$ cat config.mk
export PLATFORM = sky130hd
export DESIGN_NAME = usnak_setup_ctrl
export DESIGN_NICKNAME = d
export VERILOG_FILES = /design/src/shared/usnak_pkg.sv /design/src/verilog/usnak_setup_ctrl.sv
export SDC_FILE = /design/constraint.sdc
export NUM_CORES = 1
export LEC_CHECK = 0
export BUFFER_PORTS_ARGS = -buffer_cell sky130_fd_sc_hd__buf_2
export CAP_MARGIN = 20
export CORE_MARGIN = 5
export CORE_UTILIZATION = 30
export DETAILED_ROUTE_END_ITERATION = 10
export HOLD_SLACK_MARGIN = 0.1
export MAX_ROUTING_LAYER = met4
export PLACE_DENSITY = 0.6
export SLEW_MARGIN = 20
export SYNTH_ARGS = -nofsm -noshare
export SYNTH_HDL_FRONTEND = slang
export SYNTH_SLANG_ARGS = --single-unit
$ cat constraint.sdc
create_clock -name clk -period 3.5 [get_ports clk]
set_clock_uncertainty 0.2 [all_clocks]
set_input_delay 0.175 -clock clk [delete_from_list [all_inputs] [get_ports clk]]
set_output_delay 0.175 -clock clk [all_outputs]
set_load 0.005 [all_outputs]
$ cat src/shared/usnak_pkg.sv
// Constants and types for the setup flag and handshake control block.
// Assumes one 25 MHz clock shared by the block and its packet decoder.

package usnak_pkg;

    // ------------------------------------------------------------------
    // Clock and timing
    // ------------------------------------------------------------------
    localparam int CLK_FREQ_HZ = 25_000_000;
    localparam int CLK_PERIOD_NS = 1_000_000_000 / CLK_FREQ_HZ;
    // Least time the bus supply must stand before it is reported valid
    localparam int VBUS_SETTLE_NS = 1000;
    localparam int VBUS_SETTLE_CYC =
        (VBUS_SETTLE_NS + CLK_PERIOD_NS - 1) / CLK_PERIOD_NS;
    localparam int SETTLE_W = $clog2(VBUS_SETTLE_CYC + 1);

    // ------------------------------------------------------------------
    // Power control word
    // ------------------------------------------------------------------
    localparam int PWR_CTRL_W = 8;
    localparam logic [PWR_CTRL_W-1:0] PWR_CTRL_OFF = 8'h00;

    // ------------------------------------------------------------------
    // Control endpoint
    // ------------------------------------------------------------------
    localparam int EP0_MAX_PACKET = 8;

    typedef enum logic [1:0]
    {
        USNAK_IDLE = 2'b00,
        USNAK_NAK = 2'b01,
        USNAK_DATA = 2'b11,
        USNAK_DONE = 2'b10
    } usnak_tx_state_t;

    // Token events from the packet decoder, one-cycle pulses except busy
    typedef struct packed {
        logic setup_seen;
        logic in_token_done;
        logic in_token_busy;
    } usnak_token_t;

    // Requests to the transmitter, one-cycle pulses
    typedef struct packed {
        logic nak_send;
        logic data_send;
        logic data_last;
    } usnak_tx_t;

endpackage : usnak_pkg

$ cat src/verilog/usnak_setup_ctrl.sv
// Supply detect, power recovery, setup flag and IN handshake control.
// Assumes a packet decoder and transmitter on the same clock; the bus
// supply pin arrives asynchronously.
//
// Function
// Status bit shows valid bus supply
// All-zero power word disables regulators, clears detect
// SETUP sets flag and raises interrupt
// IN tokens NAKed while flag set
// Firmware clears flag after loading data
// Module enable low resets flag and handshake logic; supply detect resets only on reset
// Flag clear mid-token never runs transmitter away

`timescale 1ns/1ps

module usnak_setup_ctrl
    import usnak_pkg::*;
#(
    parameter int MAX_PACKET = EP0_MAX_PACKET
)
(
    // Clock and reset
    input wire logic clk,
    input wire logic reset,
    // Software control
    input wire logic module_enable,
    input wire logic [PWR_CTRL_W-1:0] usb_power_control,
    input wire logic setup_flag_clear,
    input wire logic in_data_ready,
    input wire logic [$clog2(MAX_PACKET+1)-1:0] in_data_count,
    // Bus supply pin
    input wire logic vbus_pin,
    // Packet decoder and transmitter
    input wire usnak_token_t token,
    input wire logic tx_ready,
    // Status and requests
    output logic vbus_valid_status,
    output logic regulator_enable,
    output logic setup_received_flag,
    output logic usb_irq,
    output usnak_tx_t tx,
    output logic tx_active
);

    localparam int CNT_W = $clog2(MAX_PACKET + 1);

    if (MAX_PACKET < 1 || MAX_PACKET > 64)
    begin : g_bad_param
        $error("MAX_PACKET must lie in 1..64");
    end

    // ------------------------------------------------------------------
    // Supply detection
    // ------------------------------------------------------------------
    logic vbus_meta;
    logic vbus_sync;
    logic power_off;
    logic vbus_valid;
    logic next_vbus_valid;
    logic [SETTLE_W-1:0] settle_cnt;
    logic [SETTLE_W-1:0] next_settle_cnt;
    logic next_vbus_valid_status;
    logic next_regulator_enable;

    always_ff @(posedge clk)
    begin
        if (reset)
        begin
            vbus_meta <= 1'b0;
            vbus_sync <= 1'b0;
        end
        else
        begin
            vbus_meta <= vbus_pin;
            vbus_sync <= vbus_meta;
        end
    end

    assign power_off = (usb_power_control == PWR_CTRL_OFF);

    always_comb
    begin
        next_settle_cnt = settle_cnt;
        next_vbus_valid = vbus_valid;
        if (power_off || !vbus_sync)
        begin
            next_settle_cnt = '0;
            next_vbus_valid = 1'b0;
        end
        else if (settle_cnt == SETTLE_W'(VBUS_SETTLE_CYC - 1))
        begin
            next_vbus_valid = 1'b1;
        end
        else
        begin
            next_settle_cnt = settle_cnt + 1'b1;
        end
        next_vbus_valid_status = next_vbus_valid;
        next_regulator_enable = next_vbus_valid && !power_off;
    end

    always_ff @(posedge clk)
    begin
        if (reset)
        begin
            settle_cnt <= '0;
            vbus_valid <= 1'b0;
            vbus_valid_status <= 1'b0;
            regulator_enable <= 1'b0;
        end
        else
        begin
            settle_cnt <= next_settle_cnt;
            vbus_valid <= next_vbus_valid;
            vbus_valid_status <= next_vbus_valid_status;
            regulator_enable <= next_regulator_enable;
        end
    end

    // ------------------------------------------------------------------
    // Setup flag and handshake state
    // ------------------------------------------------------------------
    logic mod_reset;
    usnak_tx_state_t state;
    usnak_tx_state_t next_state;
    logic next_flag;
    logic [CNT_W-1:0] remaining;
    logic [CNT_W-1:0] next_remaining;
    usnak_tx_t next_tx;

    assign mod_reset = reset || !module_enable;

    always_comb
    begin
        // Hardware set beats a firmware clear in the same cycle
        next_flag = setup_received_flag;
        if (token.setup_seen)
        begin
            next_flag = 1'b1;
        end
        else if (setup_flag_clear)
        begin
            next_flag = 1'b0;
        end

        next_state = state;
        next_remaining = remaining;
        next_tx = '0;
        unique case (state)
            USNAK_IDLE:
            begin
                // Decision taken once, at token end, from the registered
                // flag; a clear in the cycle the token ends only affects later ones
                if (token.in_token_done)
                begin
                    if (setup_received_flag || !in_data_ready)
                    begin
                        next_state = USNAK_NAK;
                        next_tx.nak_send = 1'b1;
                    end
                    else
                    begin
                        next_state = USNAK_DATA;
                        next_remaining = (in_data_count > CNT_W'(MAX_PACKET))
                            ? CNT_W'(MAX_PACKET) : in_data_count;
                    end
                end
            end
            USNAK_NAK:
            begin
                next_state = USNAK_DONE;
            end
            USNAK_DATA:
            begin
                // Byte count is bounded, so the packet ends after at most MAX_PACKET bytes taken with tx_ready
                if (remaining == '0)
                begin
                    next_tx.data_last = 1'b1;
                    next_state = USNAK_DONE;
                end
                else if (tx_ready)
                begin
                    next_tx.data_send = 1'b1;
                    next_remaining = remaining - 1'b1;
                end
            end
            USNAK_DONE:
            begin
                next_state = USNAK_IDLE;
            end
        endcase
    end

    always_ff @(posedge clk)
    begin
        if (mod_reset)
        begin
            state <= USNAK_IDLE;
            remaining <= '0;
            setup_received_flag <= 1'b0;
            usb_irq <= 1'b0;
            tx <= '0;
            tx_active <= 1'b0;
        end
        else
        begin
            state <= next_state;
            remaining <= next_remaining;
            setup_received_flag <= next_flag;
            usb_irq <= next_flag;
            tx <= next_tx;
            tx_active <= (next_state != USNAK_IDLE);
        end
    end

    // ------------------------------------------------------------------
    // Assertions
    // ------------------------------------------------------------------
    logic [CNT_W:0] bytes_sent;

    always_ff @(posedge clk)
    begin
        if (mod_reset || state == USNAK_IDLE)
        begin
            bytes_sent <= '0;
        end
        else if (tx.data_send)
        begin
            bytes_sent <= bytes_sent + 1'b1;
        end
    end
endmodule : usnak_setup_ctrl

## Yosys cells after proc, flatten, opt, wreduce, memory -nomap -nowiden

Cells that the tools add are included.

| storage, ports and cells | value |
|---|---|
| logic and storage cells | 62 |
| input port bits | 22 |
| bits in registers | 20 |

| cells by class | value |
|---|---|
| reductions and logical operators | 19 |
| equality and inequality tests | 8 |
| order comparisons | 1 |
| muxes and demuxes | 17 |
| $add $sub $neg | 2 |
| bitwise operators | 3 |

Operator list:

| kind | number |
|---|---|
| 4-bit 2-to-1 mux | 5 |
| 8-bit zero test | 1 |
| 2-bit inequality test (second input constant) | 4 |
| 2-bit case mux with 4 select lines | 1 |
| 4-bit case mux with 2 select lines | 1 |
| 1-bit 2-to-1 mux | 7 |
| 2-bit 2-to-1 mux | 3 |
| 2-bit nonzero test | 3 |
| 3-bit OR reduction | 2 |
| 5-bit by 1-bit adder with 5-bit output (second input constant) | 1 |
| 5-bit == test (second input constant) | 1 |
| 5-bit AND reduction | 1 |
| 2-bit == test (second input constant) | 2 |
| 4-bit greater-than comparator (second input constant) | 1 |
| 1-bit zero test | 4 |
| 4-bit zero test | 1 |
| 2-bit OR reduction | 2 |
| 4-bit by 1-bit subtractor with 4-bit output (second input constant) | 1 |
| 1-bit logical OR | 3 |
| 1-bit inverter | 3 |
| 2-bit by 1-bit == test with 1-bit output (second input constant) | 1 |
| 2-bit zero test | 1 |
| 1-bit logical AND | 1 |

## Logic depth before layout (Yosys ltp)

Gate-level depths: netlist (run 1).

| logic depth | value |
|---|---|
| depth after elaboration | 6 |
| mapped depth | 6 |

## Least setup slack after synthesis (run 1)

OpenSTA, ideal clock, no wires.

| timing | value |
|---|---|
| path type | register to register |
| from | reg remaining[0] |
| to | reg remaining[3] |
| data arrival time | 1559 ps |
| clock period less this slack | 1874 ps |
| stages on the path, launching flop included | 7 |
| path buffers | 0 |
| slack | 1626 ps |
| cell sequence | dfxtp_1 inv_1 ha_1 or3b_4 a32o_2 and3_1 a31o_1 |

| between the ends | value |
|---|---|
| cells in the longest elaborated chain, start to end | 4 |
| elaborated cells on any way between the ends | 7 |
| classes of those cells | add/sub: 1; eq/ne: 1; mux: 3; reduce/logical: 2 |

Ends and longest elaborated chain:

| element | RTL line | text |
|---|---|---|
| start: declaration | usnak_setup_ctrl.sv:127 | `logic [CNT_W-1:0] remaining;` |
| start signal: assignment | usnak_setup_ctrl.sv:208 | `remaining <= next_remaining;` |
| 4-bit by 1-bit subtractor with 4-bit output | usnak_setup_ctrl.sv:184 | `next_remaining = remaining - 1'b1;` |
| 4-bit 2-to-1 mux | usnak_setup_ctrl.sv:181 | `else if (tx_ready)` |
| 4-bit 2-to-1 mux | usnak_setup_ctrl.sv:176 | `if (remaining == '0)` |
| 4-bit case mux with 2 select lines | usnak_setup_ctrl.sv:149 | `unique case (state)` |

Parallel ways exist; a longest one is shown, timed or not. The select of a mux whose other input is x is not followed.
A chain may end at the register's enable or synchronous reset.

## Worst setup path after layout (run 1)

| timing | value |
|---|---|
| from | reg remaining[0] |
| to | reg remaining[0] |

Same word-level chain as after synthesis.

==> results of run 1 <==
power groups by stage:
| stage | combinational [mW] | clock [mW] | sequential, mW |
|---|---|---|---|
| after floorplan | 0.0202 | 0 | 0.240 |
| after global routing | 0.0513 | 0.208 | 0.236 |
| after CTS | 0.0458 | 0.196 | 0.235 |
| after global placement | 0.0355 | 0 | 0.240 |
| final | 0.0455 | 0.189 | 0.235 |
| after detailed placement | 0.0367 | 0 | 0.241 |
state kept, by name, indices dropped and copies added, names as in the netlist:
name / count
vbus_sync: 1
regulator_enable: 1
vbus_meta: 1
settle_cnt: 5
vbus_valid: 1
state: 2
usb_irq: 1
tx_active: 1
remaining: 4
tx: 3
logic make-up after synthesis:
| group | count (synthesis) |
|---|---|
| AO/OA/AOI/OAI | 13 |
| XOR/XNOR | 3 |
| adder cells (fa/ha/maj) | 3 |
| multiplexers | 2 |
| buffers and inverters | 8 |
| AND/OR/NAND/NOR | 44 |
| flip-flops | 20 |
routing by layer:
| metal | GRT usage (%) | up-vias | wire, µm |
|---|---|---|---|
| met5 | - | - | 0 |
| met4 | 4.16 | 0 | 15 |
| met3 | 4.44 | 2 | 135 |
| met2 | 13.7 | 23 | 911 |
| met1 | 11.6 | 362 | 754 |
| li1 | - | 409 | - |
through the flow:
| step | area, µm² | utilization (%) | setup WS (ns) | power, mW | hold WS [ns] |
|---|---|---|---|---|---|
| floorplan | 857 | - | 1.63 | 0.260 | 0.0466 |
| global placement | 1020 | 37.2 | 1.54 | 0.276 | 0.174 |
| detailed placement | 1020 | 37.2 | 1.51 | 0.277 | 0.173 |
| CTS | 1190 | 43.1 | 1.11 | 0.477 | 0.118 |
| global route | 1190 | 43.1 | 1.03 | 0.495 | 0.155 |
| finish | 1190 | 43.1 | 1.12 | 0.470 | 0.128 |
worst max-delay path, cell delays in order (launching register included):
cell,delay [ns]
dfxtp_1,0.37
inv_1,0.07
ha_1,0.19
or3b_4,0.41
a32o_2,0.34
nand4b_1,0.10
dlygate4sd3_1,0.54
a21oi_1,0.06
layout make-up:
class                           count  share of cell area [%]
Clock buffer                        3                    1.90
Clock inverter                      1                    2.53
Inverter                            6                    1.90
Multi-Input combinational cell     65                    35.6
Sequential cell                    20                    33.7
Tap cell                           31                    3.27
Timing Repair Buffer               39                    21.1
worst min path at each step:
stage                           startpoint            to  slack, ns  cells past startpoint
after floorplan                      reset     vbus_meta       0.05                      1
after global placement               reset     vbus_sync       0.17                      2
after detailed placement             reset     vbus_sync       0.17                      2
after CTS                 in_data_count[3]  remaining[1]       0.12                      4
after global routing         module_enable  remaining[0]       0.16                      3
final                        module_enable      state[0]       0.13                      3
cells in the final DEF, fill, tap and decap left out:
master	instances
a21oi_1	6
a31o_1	1
a32o_1	1
a32o_2	1
and2_1	1
and3_1	1
and4_2	1
and4b_1	1
buf_2	28
bufinv_16	1
clkbuf_4	3
dfxtp_1	20
dlygate4sd3_1	11
ha_1	3
inv_1	6
mux2_2	1
mux2i_1	1
nand2_1	4
nand2b_1	1
nand3_1	2
nand3b_1	4
nand4b_1	2
nor2_1	13
nor2b_1	4
nor3_1	4
nor3b_1	2
nor4_1	3
o211a_1	1
o211ai_1	1
o21ai_0	2
or3b_4	1
xnor2_1	1
xor2_1	2
what timing repair did:
action,in CTS,in global routing
hold buffers,11,0
endpoints found under the hold margin,11,0
endpoints found under the setup margin,0,0
==> metrics.md, run 1 <==
| Metric | Value |
|---|---|
| Share of cells above drive strength 1 | `26.9%` |
| Top-count cell post-synth | `dfxtp_1` |
| Crit-path max FO | `8` |
| Clock power frac | `40.2%` |
| Synth area leaders | `dfxtp_1 (47%), nor2_1 (5.7%), ha_1 (4.4%)` |
| Die X | `63.5 µm` |
| Syn-to-layout area delta | `38.5%` |
| Via count | `~800` |
| Status | `complete, no violations` |
| # rows | `19` |
| Largest family of logic cells by synthesized area | `simple AND/OR/NAND/NOR gates` |
| Io pins | `30` |
| Max-slew violation count | `0` |
| # clock sinks | `20` |
| PortBufs | `28` |
| Startpoint types | `flip-flop` |
| Num CTS Buffers | `3` |
| Netlist cell types | `31` |
| Hold Violations, Final | `0` |
| Post_cts resized | `0` |
| Least-Margin Pin Slew | `~0.36 ns` |
| Clk slew on worst S/H paths | `0.12 ns` |
| Detail Route Antenna Nets | `0` |
| Yosys reg bits | `20` |
| DR WL/cell | `between 10 and 15 µm` |
| Ys Warns | `0` |
| Reg area | `around 400 µm²` |
| Postcts setup bufs | `0` |
| Skew-Pair Late Insertion Delay | `~0.30 ns` |
| Type of the worst setup path | `flip-flop to flip-flop` |
| Initial antenna violation count | `0` |
| Worst R2R End | `remaining[0]` |
| Multi-input gate area | `423 µm²` |
| Total gr overflow | `0` |
| Data required, critical path | `3.50 ns` |
| Yosys top cell area share | `between 40% and 50%` |
| Total GRT Usage | `under 10%` |
| Synth Area in XOR/XNOR | `3.07%` |
| Vias in the first global route | `roughly 720` |
| CP endpoint | `remaining[0]` |
| R2R cell count | `7` |
| Dpl hpwl | `1.34 mm` |
| P_sw | `94.1 µW` |
| Multiplexer share of the synthesized area | `2.48%` |
| Critical path arrival | `2.38 ns` |
| Largest net degree at the start of global routing | `13` |
| Core region area | `2760 µm²` |
| First-pass GRT wire length | `roughly 3.0 mm` |
| Cell leakage power | `0.522 nW` |
| Rel. slew slack | `76.3%` |
| Post-synthesis compound-gate area fraction | `10.2%` |
| CTS tree | `built` |
| Die Height | `63.5 µm` |
| Synth cell count leaders | `dfxtp_1 (20), nor2_1 (13), a21oi_1 (6), inv_1 (6)` |
| Inst Count DP | `150` |
| Number of synthesized flops with an enable pin | `0` |
| Int Pwr | `between 300 and 400 µW` |
| Synthesized area per cell | `9.22 µm²` |
| Count of final setup violators | `0` |
| Net Count, Synth | `118` |
| Synth Instances | `93` |
| Diode count | `0` |
| Pre-Repair DR Iteration Count | `4` |
| Flop pwr share | `50.1%` |
| H-Tree Level Count | `1` |
| Clock root buffer | `clkbuf_4` |
| Number of filler cells placed in the layout | `roughly 280` |
| DIE AREA | `4030 µm²` |
| Worst R2R Setup Slack | `1.12 ns` |
| Seq/Total Area, Yosys | `46.7%` |
| Clock Path Buffers | `2` |
| Post-Synth Adder-Cell Area | `under 10%` |
| Switching part of the total | `20.0%` |
| DRC violations left | `0` |
| Final min period | `2.38 ns` |
| Peak VDD IR | `between 0.4 and 0.5 mV` |
| Comb power frac | `under 10%` |
| Mapped cell area | `857 µm²` |
| Crit end category | `flip-flop` |
| Reg2reg start | `remaining[0]` |
| Layout Nets | `160` |
| Iter 0 DRT Violations | `38` |
| Most used DFF post-synth | `dfxtp_1` |
| Synth area leader | `dfxtp_1` |
| Non-filler cells, final | `165` |
| Share of flip-flops with an asynchronous set or reset | `0%` |
| Initial Utilization | `31.1%` |
| Crit path launch | `remaining[0]` |
| HP Class | `input port to flip-flop` |
| RSZ-0062 raised after global routing | `no` |
| Setup tns final | `0 ns` |
| Vias/cell | `4.82` |
| Pwr dens | `395 nW/µm²` |
| Final critical-path share of the clock period | `68.1%` |
| Final WL | `between 1.5 and 2 mm` |
| # Max-Cap Violations | `0` |
| Simple-gate share of the synthesized area | `29.2%` |
| Final GP Congestion | `about 0.87` |
| Fmax | `0.419 GHz` |
Note: power is estimated with default switching activity, not from simulation.
==> run 2, diff against run 1 <==
==> constraint.sdc (replaced) <==
create_clock -name clk -period 2.4 [get_ports clk]
set_clock_uncertainty 0.2 [all_clocks]
set_input_delay 0.12 -clock clk [delete_from_list [all_inputs] [get_ports clk]]
set_output_delay 0.12 -clock clk [all_outputs]
set_load 0.005 [all_outputs]
==> metrics.md, run 2 (synthesis gave the netlist of run 1 again) <==
| Metric | Value |
|---|---|
| Status | `complete, no violations` |
| Initial Utilization | `31.1% (unchanged)` |
| Total GRT Usage | `10.4% (+0.74 points)` |
| DRC violations left | `0 (unchanged)` |
| Fmax | `0.433 GHz (+3.2%)` |
| Final GP Congestion | `0.856 (-1.7%)` |
| Via count | `830 (+4.3%)` |
| Int Pwr | `554 µW (+48%)` |
| Largest Register | `settle_cnt` |
| Count of final setup violators | `0 (unchanged)` |
| CP delay by family, top | `buffers and inverters` |
| # clock sinks | `20 (unchanged)` |
| Clock power frac | `39.3% (-0.9 points)` |
| Multi-input gate area | `425 µm² (+0.59%)` |
| Cell depth of the worst hold path | `4 (+1)` |
| Clock Path Buffers | `2 (unchanged)` |
| Cell leakage power | `0.562 nW (+7.7%)` |
| CP max stage delay | `0.56 ns (+0.02 ns)` |
| Setup tns final | `0 ns (unchanged)` |
| Switching part of the total | `19.6% (-0.40 points)` |
| P_sw | `135 µW (+44%)` |
| Num CTS Buffers | `3 (unchanged)` |
| Largest net degree at the start of global routing | `13 (unchanged)` |
| Vias/cell | `4.80 (-0.55%)` |
| Pre-Repair DR Iteration Count | `4 (unchanged)` |
| Layout Nets | `168 (+5.0%)` |
| Pwr dens | `546 nW/µm² (+38%)` |
| Crit. path cell count | `7 (unchanged)` |
| Crit end category | `flip-flop` |
| Most common cell after layout, fill and taps aside | `buf_2` |
| Share of cells above drive strength 1 | `29.6% (+2.7 points)` |
| Final Cell Area | `1260 µm² (+6.4%)` |
| WP buf/inv | `2 (unchanged)` |
| Final min period | `2.31 ns (-0.0732 ns)` |
| Hold_ws | `0.122 ns (-0.00567 ns)` |
| Hold Violations, Final | `0 (unchanged)` |
| HP Class | `input port to flip-flop` |
| Clock root buffer | `clkbuf_4` |
| Total gr overflow | `0 (unchanged)` |
| Comb power frac | `11.1% (+1.4 points)` |
| Final critical-path share of the clock period | `96.3% (+28 points)` |
| Slowest CP cell | `dlygate4sd3_1` |
| Post-layout util | `45.8% (+2.8 points)` |
| Core region area | `2760 µm² (unchanged)` |
| Syn-to-layout area delta | `47.4%` |
| Non-filler cells, final | `173 (+4.8%)` |
| Data required, critical path | `2.39 ns (-1.11 ns)` |
| DP Area | `1020 µm² (unchanged)` |
| DIE AREA | `4030 µm² (unchanged)` |
| Die X | `63.5 µm (unchanged)` |
| DR WL/cell | `11.1 µm (+0.42%)` |
| # Max-Cap Violations | `0 (unchanged)` |
| Diode count | `0 (unchanged)` |
| Io pins | `30 (unchanged)` |
| Final WL | `1.91 mm (+5.3%)` |
| PortBufs | `28 (unchanged)` |
| Type of the worst setup path | `flip-flop to flip-flop` |
| H-Tree Level Count | `1 (unchanged)` |
| Crit-path cells | `inv_1 > ha_2 > or3b_4 > a32o_2 > nand4b_1 > dlygate4sd3_1 > a21oi_1` |
| Crit-path max FO | `5 (-3)` |
| Skew-Pair Late Insertion Delay | `0.30 ns (about the same)` |
| Max FFs per register | `5 (unchanged)` |
| Detail Route Antenna Nets | `0 (unchanged)` |
| Iter 0 DRT Violations | `47 (+24%)` |
| Initial antenna violation count | `0 (unchanged)` |
| Largest regs | `settle_cnt: 5 flops, remaining: 4 flops, tx: 3 flops` |
| # rows | `19 (unchanged)` |
| Rel. slew slack | `76.0% (-0.25 points)` |
| First-pass GRT wire length | `3.38 mm (+12%)` |
| Inst Count DP | `150 (unchanged)` |
| Clk slew on worst S/H paths | `0.12 ns (about the same)` |
| Die Height | `63.5 µm (unchanged)` |
| R2R cell count | `7 (unchanged)` |
| CTS tree | `built` |
| Number of filler cells placed in the layout | `265 (-5.0%)` |
| Peak VDD IR | `0.370 mV (-10%)` |
| Startpoint types | `flip-flop` |
| Least-Margin Pin Slew | `0.360 ns (+0.00380 ns)` |
| Reg area | `404 µm² (+0.94%)` |
| Dpl hpwl | `1.37 mm (+2.4%)` |
| Vias in the first global route | `841 (+16%)` |
| Most frequent cells in the layout | `buf_2 (28), dfxtp_1 (19), dlygate4sd3_1 (15)` |
| Critical path arrival | `2.30 ns (-0.08 ns)` |
| Flop pwr share | `49.6% (-0.5 points)` |
| Max-slew violation count | `0 (unchanged)` |
run 2: cell count changes in the layout (fill, tap and decap cells not counted), sizes merged:
| cell | previous run | this run |
|---|---|---|
| buf | 28 | 32 |
| dlygate4sd3 | 11 | 15 |
run 2: tightest hold or removal path, stage by stage:
cell and delay, ns:
buf_2 0.11, mux2_2 0.14, and3_1 0.15, a31o_1 0.09
run 2: area by class of cell:
| type | instances | share of cell area [%] |
|---|---|---|
| clock buffer | 3 | 1.78 |
| clock inverter | 1 | 2.38 |
| inverter | 6 | 1.78 |
| multi-input combinational | 65 | 33.7 |
| sequential | 20 | 32.0 |
| tap | 31 | 3.07 |
| timing repair buffer | 47 | 25.3 |
run 2: stage by stage:
stage	total power, mW	setup WS, ns
floorplan	0.380	0.526
global placement	0.402	0.454
detailed placement	0.404	0.432
CTS	0.695	0.0307
global route	0.724	-0.00622
finish	0.690	0.0887
run 2: timing repair:
action,in CTS,in global routing
gates resized for setup,0,3
hold buffers,15,0
setup buffers,0,4
endpoints found under the setup margin,0,1
hold endpoints to repair,15,0
run 2: power groups by stage:
stage / Sequential (mW) / Clock [mW] / Combinational [mW]
2_1_floorplan: 0.350 / 0 / 0.0295
5_1_grt: 0.343 / 0.295 / 0.0854
3_5_place_dp: 0.351 / 0 / 0.0535
4_1_cts: 0.343 / 0.280 / 0.0721
3_3_place_gp: 0.350 / 0 / 0.0518
6_report: 0.342 / 0.271 / 0.0768
run 2: worst paths after layout:
kind,from,to,slack (ns)
max,remaining[0],remaining[0],0.09
min,in_data_count[3],remaining[3],0.12
max reg2reg,remaining[0],remaining[0],0.09
min reg2reg,vbus_meta,vbus_sync,0.24
run 2: per-layer routing:
layer / global-route usage, % / wire (µm) / up-vias / share of wire (%)
li1: - / - / 423 / -
met1: 11.5 / 827 / 390 / 43
met2: 18.0 / 963 / 15 / 50
met3: 3.91 / 106 / 2 / 5.5
met4: 1.56 / 14 / 0 / 0.73
met5: - / 0 / - / 0
